--- src/rtl/lcc_pkg.sv ---
package lcc_pkg;
   // cluster geometry
   localparam int CELLS = 10;                 // cells per cluster
   localparam int SEG   = 5;                  // cells per carry segment
   localparam int ADDR_W = 8;                 // register byte address width

   // register byte offsets
   localparam logic [7:0] CTRL_OFF = 8'h00;
   localparam logic [7:0] STAT_OFF = 8'h04;
   localparam logic [7:0] COMB_OFF = 8'h08;
   localparam logic [7:0] CFG_BASE = 8'h40;   // one word per cell

   // status field positions
   localparam int STAT_CARRY = 16;
   localparam int STAT_PIN   = 17;

   // bus responses
   localparam logic [1:0] RESP_OKAY   = 2'h0;
   localparam logic [1:0] RESP_SLVERR = 2'h2;

   // register source of a cell in general mode
   typedef enum logic [1:0] {
      SRC_LUT,
      SRC_DATA,
      SRC_CHAIN,
      SRC_HOLD
   } lcc_src_t;

   // cluster-wide register controls
   typedef struct packed {
      logic [22:0] pad;
      logic        aload_preset;              // async load drives a one
      logic        aload;                     // async preset/load
      logic        aclr1;
      logic        aclr0;
      logic        ce1;
      logic        ce0;
      logic        sub;                       // add/subtract select
      logic        sload;
      logic        sclr;
   } lcc_ctrl_t;

   // per-cell configuration word
   typedef struct packed {
      logic [6:0]  pad;
      logic        ena_sel;                   // clock enable 1 instead of 0
      logic        clr_sel;                   // clear 1 instead of 0
      logic        carry_tap;                 // output the selected carry
      logic        chain_start;               // first cell of a carry chain
      lcc_src_t    reg_src;
      logic        lut_chain;                 // lut input 0 from previous cell
      logic        d3_carry;                  // lut input 3 from carry
      logic        arith;                     // dynamic arithmetic mode
      logic [15:0] mask;                      // lut truth table
   } lcc_cfg_t;

   // values after reset
   localparam logic [31:0] CTRL_RST = 32'h00000018;
   localparam logic [31:0] CFG_RST  = 32'h00000000;
   localparam logic        PIN_RST  = 1'b1;
endpackage
--- src/rtl/lcc_cluster.sv ---
// Register access over AXI4-Lite and the address map were decided locally.
`timescale 1ns/1ns
// Function
// - each cell runs either general logic mode or dynamic arithmetic mode.
// - a cell takes four data inputs, two chain carries, cluster carry, register chain.
// - register clock, enable, clears, load controls come from cluster-wide signals.
// - add/subtract select acts only on cells in arithmetic mode.
// - general mode feeds a four-input lut; input 3 is data or carry.
// - lut chain passes the combinational output onward; register packing allowed.
// - asynchronous load data comes from the fourth data input.
// - arithmetic mode precomputes sums and carry-outs for carry zero and one.
// - cluster carry picks a chain; that chain's carry picks the sum.
// - each chain carry-in selects its own carry-out, forwarded upward.
// - arithmetic mode gives registered and unregistered results together.
// - count enable and up/down come from local data inputs in arithmetic mode.
// - synchronous clear and load act on every register of the cluster whose clock enable is high.
// - add/subtract select drives carry-in only at the chain's first cell.
// - a carry chain may begin at any cell of the cluster.
// - cluster carry is regenerated after the fifth and tenth cells only.
// - final carry-out can be routed out through a cell output.
// - chains longer than a cluster continue to the neighbour in the same row.
// - preset is an async load of one; clear beats preset/load.
// - a cluster offers two clears and one preset signal.
// - enabled chip-wide clear resets all and overrides; else pin is plain input.
// - registers power up low unless individually set to power up high.
// - subtraction or count-down, but not both, inverts operand b and forces chain carry-in to one.

module lcc_cluster #(
   parameter int                          CELLS         = lcc_pkg::CELLS,
   parameter int                          SEG           = lcc_pkg::SEG,
   parameter logic [lcc_pkg::CELLS-1:0]   POWERUP_HIGH  = '0,
   parameter logic                        CHIP_CLEAR_EN = 1'b1
) (
   input  wire logic                       clock_i,                   // 10 MHz clock
   input  wire logic                       rstn_i,                    // sync reset, active low
   input  wire logic [lcc_pkg::ADDR_W-1:0] s_axi_awaddr_i,            // write address
   input  wire logic                       s_axi_awvalid_i,
   output logic                            s_axi_awready_o,
   input  wire logic [31:0]                s_axi_wdata_i,             // write data
   input  wire logic [3:0]                 s_axi_wstrb_i,
   input  wire logic                       s_axi_wvalid_i,
   output logic                            s_axi_wready_o,
   output logic [1:0]                      s_axi_bresp_o,             // write response
   output logic                            s_axi_bvalid_o,
   input  wire logic                       s_axi_bready_i,
   input  wire logic [lcc_pkg::ADDR_W-1:0] s_axi_araddr_i,            // read address
   input  wire logic                       s_axi_arvalid_i,
   output logic                            s_axi_arready_o,
   output logic [31:0]                     s_axi_rdata_o,             // read data
   output logic [1:0]                      s_axi_rresp_o,
   output logic                            s_axi_rvalid_o,
   input  wire logic                       s_axi_rready_i,
   input  wire logic [4*CELLS-1:0]         data_i,                    // four data inputs per cell
   input  wire logic                       zero_chain_carry_in_i,     // from previous cluster
   input  wire logic                       one_chain_carry_in_i,      // from previous cluster
   input  wire logic                       cluster_carry_in_i,        // from previous cluster
   input  wire logic                       reg_chain_i,               // register chain in
   input  wire logic                       lut_chain_i,               // lut chain in
   input  wire logic                       chip_wide_clear_n_i,       // pin, async
   output logic [CELLS-1:0]                comb_o,                    // unregistered results
   output logic [CELLS-1:0]                reg_o,                     // registered results
   output logic                            zero_chain_carry_out_o,    // to next cluster
   output logic                            one_chain_carry_out_o,     // to next cluster
   output logic                            cluster_carry_out_o,       // to next cluster
   output logic                            reg_chain_o,               // register chain out
   output logic                            lut_chain_o,               // lut chain out
   output logic                            chip_clear_gpio_o          // pin level when not a clear
);

   localparam int NSEG = CELLS / SEG;
   localparam int AW   = lcc_pkg::ADDR_W;

   typedef struct packed {
      lcc_pkg::lcc_ctrl_t                ctrl;
      lcc_pkg::lcc_cfg_t [CELLS-1:0]     cfg;
      logic [CELLS-1:0]                  cell_q;
      logic                              pin_s1;
      logic                              pin_s2;
      logic                              aw_got;
      logic                              w_got;
      logic [AW-1:0]                     awaddr;
      logic [31:0]                       wdata;
      logic [3:0]                        wstrb;
      logic                              bvalid;
      logic [1:0]                        bresp;
      logic                              rvalid;
      logic [1:0]                        rresp;
      logic [31:0]                       rdata;
   } lcc_state_t;

   lcc_state_t st;
   lcc_state_t next_st;

   logic [CELLS-1:0] ci0;                     // incoming zero-chain carry
   logic [CELLS-1:0] ci1;                     // incoming one-chain carry
   logic [CELLS-1:0] co0;
   logic [CELLS-1:0] co1;
   logic [CELLS-1:0] selc;                    // carry chosen by segment carry
   logic [CELLS-1:0] comb;
   logic [CELLS-1:0] qnext;
   logic [NSEG:0]    seg_c;
   logic             chip_clr;

   ////////////////////////////////////////////////////////////////////////
   // carry segments: only segment ends sit on the long carry path
   assign seg_c[0] = cluster_carry_in_i;

   for (genvar k = 0; k < NSEG; k++) begin : g_seg
      assign seg_c[k+1] = seg_c[k] ? co1[(k+1)*SEG-1] : co0[(k+1)*SEG-1];
   end

   // chip-wide clear only counts once it has passed the synchroniser
   assign chip_clr = CHIP_CLEAR_EN & ~st.pin_s2;

   ////////////////////////////////////////////////////////////////////////
   // per-cell datapath
   for (genvar i = 0; i < CELLS; i++) begin : g_cell
      lcc_pkg::lcc_cfg_t c;
      logic [3:0] d;
      logic       inv;
      logic       pc0;
      logic       pc1;
      logic       prev_comb;
      logic       prev_q;
      logic       a;
      logic       b;
      logic       s0;
      logic       s1;
      logic       g0;
      logic       g1;
      logic       sum;
      logic       in0;
      logic       in3;
      logic       lut;
      logic       dsrc;
      logic       clr;
      logic       ce;

      assign c = st.cfg[i];
      assign d = data_i[4*i +: 4];

      // neighbours: first cell reaches into the previous cluster of the row
      if (i == 0) begin : g_first
         assign pc0       = zero_chain_carry_in_i;
         assign pc1       = one_chain_carry_in_i;
         assign prev_comb = lut_chain_i;
         assign prev_q    = reg_chain_i;
      end else begin : g_next
         assign pc0       = co0[i-1];
         assign pc1       = co1[i-1];
         assign prev_comb = comb[i-1];
         assign prev_q    = st.cell_q[i-1];
      end

      // operand b inverted when exactly one of subtract and count-down is set, arithmetic mode only
      assign inv = c.arith & (st.ctrl.sub ^ d[3]);

      // a chain may start anywhere; its start cell gets the forced carry
      assign ci0[i] = c.chain_start ? inv : pc0;
      assign ci1[i] = c.chain_start ? inv : pc1;

      // four two-input functions: two sums, two carry-outs
      assign a  = d[1];
      assign b  = d[2] ^ inv;
      assign s0 = a ^ b;
      assign s1 = ~(a ^ b);
      assign g0 = a & b;
      assign g1 = a | b;

      // each chain carry chooses its own carry-out
      assign co0[i] = ci0[i] ? g1 : g0;
      assign co1[i] = ci1[i] ? g1 : g0;

      // segment carry picks the chain, the chain picks the sum
      assign selc[i] = seg_c[i/SEG] ? ci1[i] : ci0[i];
      assign sum     = selc[i] ? s1 : s0;

      // general mode lookup table
      assign in0 = c.lut_chain ? prev_comb : d[0];
      assign in3 = c.d3_carry ? selc[i] : d[3];
      assign lut = c.mask[{in3, d[2], d[1], in0}];

      // mode decides what reaches the unregistered output
      always_comb begin
         if (c.carry_tap) begin
            comb[i] = selc[i];
         end else if (c.arith) begin
            comb[i] = sum;
         end else begin
            comb[i] = lut;
         end
      end

      // register data: packing lets the register serve unrelated logic
      always_comb begin
         if (c.arith) begin
            dsrc = d[0] ? sum : st.cell_q[i];
         end else begin
            case (c.reg_src)
               lcc_pkg::SRC_LUT: begin
                  dsrc = lut;
               end
               lcc_pkg::SRC_DATA: begin
                  dsrc = d[1];
               end
               lcc_pkg::SRC_CHAIN: begin
                  dsrc = prev_q;
               end
               default: begin
                  dsrc = st.cell_q[i];
               end
            endcase
         end
      end

      // two clears and two enables shared by the cluster
      assign clr = c.clr_sel ? st.ctrl.aclr1 : st.ctrl.aclr0;
      assign ce  = c.ena_sel ? st.ctrl.ce1 : st.ctrl.ce0;

      // register priority: chip clear, clear, preset/load, enable, sync
      always_comb begin
         if (chip_clr) begin
            qnext[i] = 1'b0;
         end else if (clr) begin
            qnext[i] = 1'b0;
         end else if (st.ctrl.aload) begin
            qnext[i] = st.ctrl.aload_preset ? 1'b1 : d[3];
         end else if (!ce) begin
            qnext[i] = st.cell_q[i];
         end else if (st.ctrl.sclr) begin
            qnext[i] = 1'b0;
         end else if (st.ctrl.sload) begin
            qnext[i] = d[3];
         end else begin
            qnext[i] = dsrc;
         end
      end
   end

   ////////////////////////////////////////////////////////////////////////
   // bus handshakes: one write and one read outstanding
   logic          aw_hs;
   logic          w_hs;
   logic          ar_hs;
   logic          do_wr;
   logic [AW-1:0] waddr;
   logic [31:0]   wd;
   logic [3:0]    ws;

   assign s_axi_awready_o = ~st.aw_got & ~st.bvalid;
   assign s_axi_wready_o  = ~st.w_got & ~st.bvalid;
   assign s_axi_arready_o = ~st.rvalid;
   assign aw_hs = s_axi_awvalid_i & s_axi_awready_o;
   assign w_hs  = s_axi_wvalid_i & s_axi_wready_o;
   assign ar_hs = s_axi_arvalid_i & s_axi_arready_o;
   assign do_wr = (st.aw_got | aw_hs) & (st.w_got | w_hs) & ~st.bvalid;
   assign waddr = st.aw_got ? st.awaddr : s_axi_awaddr_i;
   assign wd    = st.w_got ? st.wdata : s_axi_wdata_i;
   assign ws    = st.w_got ? st.wstrb : s_axi_wstrb_i;

   // byte-lane merge for partial writes
   function automatic logic [31:0] merge_bytes(input logic [31:0] old_v,
                                               input logic [31:0] new_v,
                                               input logic [3:0]  strb);
      logic [31:0] r;
      r = old_v;
      for (int n = 0; n < 4; n++) begin
         if (strb[n]) begin
            r[8*n +: 8] = new_v[8*n +: 8];
         end
      end
      return r;
   endfunction

   ////////////////////////////////////////////////////////////////////////
   // next state
   always_comb begin
      next_st = st;
      // pin synchroniser: only the second stage is read
      next_st.pin_s1 = chip_wide_clear_n_i;
      next_st.pin_s2 = st.pin_s1;
      next_st.cell_q = qnext;

      // write channel capture
      if (aw_hs && !do_wr) begin
         next_st.aw_got = 1'b1;
         next_st.awaddr = s_axi_awaddr_i;
      end
      if (w_hs && !do_wr) begin
         next_st.w_got = 1'b1;
         next_st.wdata = s_axi_wdata_i;
         next_st.wstrb = s_axi_wstrb_i;
      end
      if (st.bvalid && s_axi_bready_i) begin
         next_st.bvalid = 1'b0;
      end

      // write decode; status words ignore writes, holes answer an error
      if (do_wr) begin
         next_st.aw_got = 1'b0;
         next_st.w_got  = 1'b0;
         next_st.bvalid = 1'b1;
         next_st.bresp  = lcc_pkg::RESP_SLVERR;
         if (waddr == lcc_pkg::CTRL_OFF) begin
            next_st.ctrl  = merge_bytes(st.ctrl, wd, ws);
            next_st.bresp = lcc_pkg::RESP_OKAY;
         end
         if (waddr == lcc_pkg::STAT_OFF || waddr == lcc_pkg::COMB_OFF) begin
            next_st.bresp = lcc_pkg::RESP_OKAY;
         end
         for (int j = 0; j < CELLS; j++) begin
            if (waddr == AW'(lcc_pkg::CFG_BASE + 4*j)) begin
               next_st.cfg[j] = merge_bytes(st.cfg[j], wd, ws);
               next_st.bresp  = lcc_pkg::RESP_OKAY;
            end
         end
      end

      // read path: data held in flops until taken
      if (st.rvalid && s_axi_rready_i) begin
         next_st.rvalid = 1'b0;
      end
      if (ar_hs) begin
         next_st.rvalid = 1'b1;
         next_st.rdata  = '0;
         next_st.rresp  = lcc_pkg::RESP_SLVERR;
         if (s_axi_araddr_i == lcc_pkg::CTRL_OFF) begin
            next_st.rdata = st.ctrl;
            next_st.rresp = lcc_pkg::RESP_OKAY;
         end
         if (s_axi_araddr_i == lcc_pkg::STAT_OFF) begin
            next_st.rdata[CELLS-1:0]          = st.cell_q;
            next_st.rdata[lcc_pkg::STAT_CARRY] = seg_c[NSEG];
            next_st.rdata[lcc_pkg::STAT_PIN]   = st.pin_s2;
            next_st.rresp = lcc_pkg::RESP_OKAY;
         end
         if (s_axi_araddr_i == lcc_pkg::COMB_OFF) begin
            next_st.rdata[CELLS-1:0] = comb;
            next_st.rresp = lcc_pkg::RESP_OKAY;
         end
         for (int j = 0; j < CELLS; j++) begin
            if (s_axi_araddr_i == AW'(lcc_pkg::CFG_BASE + 4*j)) begin
               next_st.rdata = st.cfg[j];
               next_st.rresp = lcc_pkg::RESP_OKAY;
            end
         end
      end

      // reset: registers take their power-up level
      if (!rstn_i) begin
         next_st        = '0;
         next_st.ctrl   = lcc_pkg::CTRL_RST;
         next_st.pin_s1 = lcc_pkg::PIN_RST;
         next_st.pin_s2 = lcc_pkg::PIN_RST;
         next_st.cell_q = POWERUP_HIGH[CELLS-1:0];
         for (int j = 0; j < CELLS; j++) begin
            next_st.cfg[j] = lcc_pkg::CFG_RST;
         end
      end
   end

   // single state register
   always_ff @(posedge clock_i) begin
      st <= next_st;
   end

   ////////////////////////////////////////////////////////////////////////
   // outputs; comb_o is the cell's lut, sum or carry result itself, so it cannot be a flop
   assign comb_o                 = comb;
   assign reg_o                  = st.cell_q;
   assign lut_chain_o            = comb[CELLS-1];
   assign reg_chain_o            = st.cell_q[CELLS-1];
   assign zero_chain_carry_out_o = co0[CELLS-1];
   assign one_chain_carry_out_o  = co1[CELLS-1];
   assign cluster_carry_out_o    = seg_c[NSEG];
   assign chip_clear_gpio_o      = CHIP_CLEAR_EN ? 1'b0 : st.pin_s2;
   assign s_axi_bvalid_o         = st.bvalid;
   assign s_axi_bresp_o          = st.bresp;
   assign s_axi_rvalid_o         = st.rvalid;
   assign s_axi_rresp_o          = st.rresp;
   assign s_axi_rdata_o          = st.rdata;

endmodule

--- config.mk ---
export PLATFORM = sky130hd
export DESIGN_NAME = lcc_cluster
export DESIGN_NICKNAME = d
export VERILOG_FILES = /design/src/rtl/lcc_pkg.sv /design/src/rtl/lcc_cluster.sv
export SDC_FILE = /design/constraint.sdc
export NUM_CORES = 1
export LEC_CHECK = 0
export ABC_AREA = 1
export BUFFER_PORTS_ARGS = -buffer_cell sky130_fd_sc_hd__buf_2
export CORE_AREA = 3 3 248 250
export CTS_BUF_LIST = sky130_fd_sc_hd__clkbuf_2
export DETAILED_ROUTE_END_ITERATION = 6
export DIE_AREA = 0 0 251 253
export GPL_TIMING_DRIVEN = 0
export PLACE_DENSITY = 0.58
export SLEW_MARGIN = 20
export SYNTH_ARGS = -nofsm -noshare
export SYNTH_HDL_FRONTEND = slang
export SYNTH_SLANG_ARGS = --single-unit
--- constraint.sdc ---
create_clock -name clock_i -period 11.4 [get_ports clock_i]
set_input_delay 1.71 -clock clock_i [delete_from_list [all_inputs] [get_ports clock_i]]
set_output_delay 1.71 -clock clock_i [all_outputs]
set_load 0.02 [all_outputs]
==> flow_summary_export.csv, run 1 <==
group,metric,value,unit
run_status,status,"finished, violations left",
run_status,violations,"setup timing",
power,leakagePower,0.0112,uW
sta,fin_crit,13.34,ns
grt,track_usage,0.334,
clocking,cts_buffers,121,
cells_and_area,final_common_cell,"nand2_1",
power,p_switching,1320,uW
clocking,clkTransAtPathRegs,0.08,ns
clocking,htreeDepth,3,
clocking,root_buffer,"clkbuf_2",
sta,post-route-period-util,1.17,
run,cap_violations,0,
clocking,clock_sinks,446,
clocking,clk_latency,1.23,ns
sta,tightest_slew,1.12,ns
floorplan,boundaryPins,172,
cells_and_area,layout_common_cells,"497 x nand2_1, 486 x a21oi_1, 464 x o21ai_0, 446 x dfxtp_1, 399 x inv_1",
min_path,whs_path_depth,1,
sta,setup_viol,5,
cells_and_area,regArea,8930,um2
worst_setup_path,reg2reg_slack,-0.10,ns
placement,dp_cells,4397,
power,p_seq_frac,0.452,
floorplan,rows,89,
grt,grt_pass1_wl,157000,um
drt,via_per_inst,5.75,
grt,overflow,0,
min_path,min_path_type,"reg2reg",
cells_and_area,fillCellCount,6347,
cells_and_area,syn2layout_area_growth,19.2,%
cells_and_area,drive_above_1_share,0.186,
placement,gp_congestion,1.03,
worst_setup_path,cp.arrival,11.63,ns
yosys,synth_area,23800,um2
sta,max_freq,75.0,MHz
worst_setup_path,slowest_stage,"nand3b_1",
worst_setup_path,r2r_end,"s_axi_rdata_o[8]",
power,clkPwrFrac,0.342,
cells_and_area,fin_nets,3952,
drt,highest_layer,"met5",
floorplan,die_h,253,um
sta,grt_setup_unrepaired,"yes",
sta,finClkSkew,0.108,ns
power,combPwrFrac,0.206,
worst_setup_path,critPathCaptureType,"primary output",
min_path,whs_endpoint,"st[84]",
worst_setup_path,path_buf_inv,9,
worst_setup_path,path_class,"in2out",
power,netSwitchingFraction,0.365,
drt,wire_per_inst,23.8,um
yosys,avgSynthCellArea,6.88,um2
placement,pre_cts_slack,-1.96,ns
cells_and_area,multi_input_area,13200,um2
drt,wl_met1,46600,um
power,peakVddDrop,85.1,uV
yosys,yosys-top-cells-area,"dfxtp_1 38%, a21oi_1 10%, o21ai_0 9.8%",
drt,drt_iter0_drc,3521,
clocking,clock_path_buffers,3,
drt,route.met2.wl,47900,um
clocking,cts_tree,"done",
grt,first_global_vias,24400,
floorplan,die_w,251,um
sta,hold_viol,0,
yosys,yosys_register_bits,446,
placement,hpwl,84100,um
worst_setup_path,cpPeakStageDelay,0.28,ns
yosys,yosysSeqAreaShare,0.376,
yosys,ys_warn_count,0,
sta,setup_ws,-1.94,ns
cells_and_area,final_cells,4669,
yosys,synthCells,3455,
drt,route.antenna.remaining_nets,0,
sta,fin_setup_tns,-5.63,ns
grt,antenna_found_initial,6,
worst_setup_path,reg2reg_depth,90,
power,p_int,2290,uW
worst_setup_path,regToRegStartpoint,"st[418]",
yosys,ys_types,44,
drt,firstDrtPassIters,6,
floorplan,start_util,0.401,
drt,vias,26800,
placement,io_buffers,167,
grt,grt_max_degree,18,
sta,drv_slew,0,
floorplan,core_area,59200,um2
sta,slew_headroom,0.251,
yosys,yosys.area.top_type_share,0.376,
worst_setup_path,worstPathMaxFanout,8,
worst_setup_path,cpLargestDelayFamily,"simple AND/OR/NAND/NOR gates",
drt,routed_wl,111000,um
floorplan,dieArea,63500,um2
drt,drc,0,
worst_setup_path,cpMostUsedCell,"nand3_2",
power,power_density,127,nW/um2
yosys,yosysTopAreaCell,"dfxtp_1",
worst_setup_path,worst_setup_path_start_kind,"input port",
worst_setup_path,critPathRequiredTime,9.69,ns
min_path,min_from,"st[85]",
drt,wl_met3,12100,um
## cell families (layout without fill, tap and decap cells)
family,after synthesis,after routing,synth area share
buffers and inverters,674,1104,0.116
other,1,5,0.000158
adders and majority gates,50,50,0.0263
and+or+nand+nor,1144,1151,0.217
DFF,446,446,0.376
xor gates and xnor gates,17,17,0.00626
AOI/OAI and AO/OA,1123,1123,0.259
## synthesized netlist by cell type, drive strengths merged
cell type	n
nand2	593
a21oi	488
o21ai	476
dfxtp	446
inv	407
nand3	350
clkbuf	190
nor2	163
buf	69
ha	50
o221ai	47
a221oi	38
nor3	20
o22ai	20
o211ai	11
xor2	11
a22o	10
o2111ai	10
or2	8
a32o	7
clkinv	7
xnor2	6
a2111oi	4
a31oi	4
nor4	4
nand3b	3
nand4	3
o31ai	3
a211oi	2
o21a	2
conb	1
dlygate4sd1	1
o41ai	1
## worst max-delay path by stage
| stage | depth (start not counted) | endpoint | start |
|---|---|---|---|
| 2_1_floorplan | 87 | comb_o[9] | data_i[3] |
| 3_3_place_gp | 84 | comb_o[9] | data_i[3] |
| 3_5_place_dp | 84 | comb_o[9] | data_i[3] |
| 4_1_cts | 89 | comb_o[9] | data_i[3] |
| 5_1_grt | 90 | comb_o[9] | data_i[3] |
| 6_report | 90 | comb_o[9] | data_i[3] |
## final cells by class
class	instances	area share
Sequential cell	446	0.315
Antenna cell	2	0.000177
Buffer	260	0.0430
Clock buffer	192	0.0339
Clock inverter	28	0.00605
Multi-Input combinational cell	2344	0.467
Timing Repair Buffer	210	0.0459
Inverter	414	0.0549
Tap cell	773	0.0341
## timing repair
item,in CTS,in global routing
pin swaps,50,112
buffers inserted,24,19
hold buffers,0,0
endpoints found under the setup margin,5,6
resized for setup,50,204
gates cloned,7,0
hold endpoints to repair,0,0
## worst register-to-register path: cells and delay by family (launching register included)
kind	cells	cell delay, ns
XOR/XNOR	1	0.20
adder cells (fa/ha/maj)	1	0.27
AO/OA/AOI/OAI	9	1.89
AND/OR/NAND/NOR	72	7.88
flip-flops	1	0.35
buffers and inverters	7	0.76
## metrics by stage
step                      hold slack [ns]  utilization  total power [uW]  instance area (um2)
after floorplan                     0.393            -              2030                23800
after global placement              0.394        0.432              2320                25600
after detailed placement            0.410        0.432              2320                25600
after CTS                           0.432        0.459              3550                27200
after global routing                0.450        0.478              3730                28300
final                               0.424        0.478              3600                28300
## metal layers
| metal | vias up | global-route usage |
|---|---|---|
| met2 | 1484 | 0.509 |
| met5 | - | 0 |
| li1 | 12400 | - |
| met3 | 286 | 0.0771 |
| met1 | 12600 | 0.457 |
| met4 | 10 | 0.134 |
## power by group through the flow
stage | sequential [uW] | clock [uW] | combinational [uW]
2_1_floorplan | 1660 | 0 | 376
5_1_grt | 1640 | 1310 | 787
3_3_place_gp | 1660 | 0 | 658
3_5_place_dp | 1660 | 0 | 659
4_1_cts | 1630 | 1230 | 685
6_report | 1630 | 1230 | 741
## state kept, by name (all words and copies together), names as in the netlist
register        count
reg_o              10
g_cell.c          320
s_axi_rvalid_o      1
s_axi_bvalid_o      1
st                 80
s_axi_bresp_o       1
s_axi_rdata_o      32
s_axi_rresp_o       1
Power figures use the tool's default switching activity.
==> run 2, diff against run 1 <==
Settings changed: ABC_AREA 1 to default, CORE_AREA 3 3 248 250 to 3 3 261 263, DIE_AREA 0 0 251 253 to 0 0 264 266, PLACE_DENSITY 0.58 to 0.59.
Clock period 11.4 ns to 11.2 ns, I/O delays scaled along.
==> flow_summary_export.csv, run 2 <==
group,metric,value,unit
clocking,clkTransAtPathRegs,0.08,ns
yosys,synthCells,3131,
worst_setup_path,cpPeakStageDelay,0.55,ns
clocking,htreeDepth,4,
cells_and_area,largest_reg_flops,320,
grt,overflow,0,
drt,routed_wl,126000,um
cells_and_area,final_cells,4418,
power,power,3480,uW
drt,route.antenna.remaining_nets,0,
cells_and_area,drive_above_1_share,0.172,
placement,pre_cts_slack,-1.75,ns
floorplan,die_h,266,um
sta,drv_slew,0,
sta,finClkSkew,0.131,ns
drt,drc,0,
sta,timing.hold.ws,0.439,ns
worst_setup_path,r2r_end,"s_axi_rdata_o[6]",
yosys,synth-simple-area-share,0.161,
yosys,synth_ff_type,"dfxtp_1",
worst_setup_path,cp.arrival,9.53,ns
grt,antenna_found_initial,4,
worst_setup_path,slowest_stage,"or4b_4",
yosys,synth_area,26300,um2
worst_setup_path,reg2reg_depth,33,
yosys,yosysSeqAreaShare,0.340,
sta,grt_setup_unrepaired,"yes",
yosys,synth_edf_count,0,
sta,post-route-period-util,1.00,
clocking,clock_path_buffers,3,
floorplan,boundaryPins,172,
cells_and_area,regArea,8930,um2
cells_and_area,fin_nets,3616,
yosys,yosysTopAreaCell,"dfxtp_1",
worst_setup_path,worst_setup_path_start_kind,"input port",
yosys,synthAdderAreaFrac,0.0238,
grt,use_met2,0.510,
floorplan,die_w,264,um
yosys,synth_common_cells,"586 x nand2_1, 446 x dfxtp_1, 365 x o211a_1",
sta,slew_headroom,0.192,
cells_and_area,fillCellCount,6793,
grt,met1_usage,0.449,
clocking,root_buffer,"clkbuf_2",
drt,wire_per_inst,28.4,um
cells_and_area,syn2layout_area_growth,14.4,%
yosys,yosys_register_bits,446,
yosys,yosys-top-cells-area,"dfxtp_1 34%, o211a_1 14%, nand2_1 8.4%",
floorplan,rows,94,
yosys,ys_warn_count,0,
yosys,avgSynthCellArea,8.39,um2
grt,first_global_vias,25800,
worst_setup_path,critPathCaptureType,"primary output",
yosys,ys_async_sr_fraction,0,
run,cap_violations,0,
cells_and_area,final_common_cell,"nand2_1",
yosys,synth_top_family_by_area,"compound AO/OA/AOI/OAI gates",
cells_and_area,fin_util,0.456,
yosys,synth-compound-area-share,0.317,
min_path,whs_endpoint,"st[84]",
min_path,min_path_type,"reg2reg",
yosys,ys_types,97,
sta,setup_ws,-0.00512,ns
run_status,status,"finished, violations left",
sta,setup_viol,1,
clocking,clk_latency,1.41,ns
grt,grt_busiest_layer,"met2",
drt,vias,28100,
placement,dp_cells,4163,
worst_setup_path,critPathRequiredTime,9.52,ns
power,leakagePower,0.0155,uW
run_status,violations,"setup timing",
placement,hpwl,95900,um
clocking,clock_sinks,446,
placement,gp_congestion,1.08,
worst_setup_path,cpMostUsedCell,"buf_4",
drt,drt_iter0_drc,3831,
floorplan,core_area,65900,um2
cells_and_area,layout_common_cells,"586 x nand2_1, 445 x dfxtp_1, 365 x o211a_1, 205 x clkbuf_1, 183 x clkbuf_2",
sta,hold_viol,0,
sta,tightest_slew,1.21,ns
yosys,yosys-mux-area-fraction,0.0831,
drt,firstDrtPassIters,7,
worst_setup_path,regToRegStartpoint,"st[418]",
min_path,whs_path_depth,1,
sta,max_freq,89.2,MHz
clocking,cts_tree,"done",
yosys,yosys.area.top_type_share,0.340,
grt,grt_use_met3,0.0922,
yosys,yosysMostFrequentCell,"nand2_1",
min_path,min_from,"st[85]",
grt,track_usage,0.344,
power,peakVddDrop,83.8,uV
sta,fin_crit,11.21,ns
floorplan,dieArea,70200,um2
placement,io_buffers,165,
cells_and_area,multi_input_area,16100,um2
yosys,synth-xor-area-share,0.0103,
clocking,cts_buffers,131,
grt,grt_max_degree,17,
worst_setup_path,path_class,"in2out",
power,power_density,116,nW/um2
worst_setup_path,reg2reg_slack,2.42,ns
drt,via_per_inst,6.36,
floorplan,start_util,0.399,
worst_setup_path,worstPathMaxFanout,10,
grt,grt_pass1_wl,177000,um
[run 2: changes by cell type after synthesis, sizes merged, moves of 50 or more]
cell	delta
o211a	+365
o21ai	-364
inv	-326
nand3	-316
a21oi	-307
mux2i	+131
a21boi	+50
[run 2: cells by family after synthesis]
| kind of cell | after synthesis |
|---|---|
| AO/OA/AOI/OAI | 1052 |
| adder cells (fa/ha/maj) | 50 |
| flip-flops | 446 |
| buffers and inverters | 382 |
| AND/OR/NAND/NOR | 980 |
| multiplexers | 190 |
| XOR/XNOR | 30 |
| other | 1 |
[run 2: final cells by class]
cell class / count / share of cell area
Inverter: 82 / 0.0102
Multi-Input combinational cell: 2306 / 0.536
Clock buffer: 181 / 0.0302
Antenna cell: 3 / 0.000250
Tap cell: 864 / 0.0360
Timing Repair Buffer: 194 / 0.0353
Buffer: 300 / 0.0465
Clock inverter: 42 / 0.00783
Sequential cell: 446 / 0.297
[run 2: critical path, delay by kind of cell]
family          cells  cell delay [ns]
compound gates     14             3.18
simple gates       10             2.71
fa+ha+maj           1             0.20
mux                 2             0.63
buf+inv             6             1.07
[run 2: through the flow]
step | cell area (um2) | setup TNS (ns)
3_5_place_dp | 28200 | -4.65
5_1_grt | 30000 | -0.433
2_1_floorplan | 26300 | 0
6_report | 30000 | -0.00512
3_3_place_gp | 28200 | -8.00
4_1_cts | 29800 | 0
[run 2: worst max path at each step]
stage | start | to | slack [ns] | cells past startpoint
global route | st[418] | comb_o[9] | -0.25 | 35
floorplan | data_i[3] | comb_o[9] | 0.16 | 32
CTS | st[418] | comb_o[9] | 0.002 | 32
global placement | data_i[2] | comb_o[9] | -2.10 | 31
finish | data_i[1] | comb_o[9] | -0.005 | 33
detailed placement | data_i[2] | comb_o[9] | -1.75 | 31
[run 2: timing repair]
item | in CTS | in global routing
hold buffers | 0 | 0
cloned | 0 | 1
endpoints found under the setup margin | 5 | 2
setup buffers | 17 | 11
gates resized for setup | 58 | 35
pin swaps | 24 | 6
[run 2: power by group]
| part | internal [uW] | leakage, uW | switching (uW) |
|---|---|---|---|
| Sequential | 1610 | 0.00360 | 19.7 |
| Clock | 467 | 0.000850 | 800 |
| Combinational | 178 | 0.0110 | 410 |
[run 2: layer usage]
metal	up-vias	share of wire
met5	-	0.00023
met3	451	0.11
met1	13600	0.40
met4	4	0.068
met2	1865	0.42
li1	12200	-
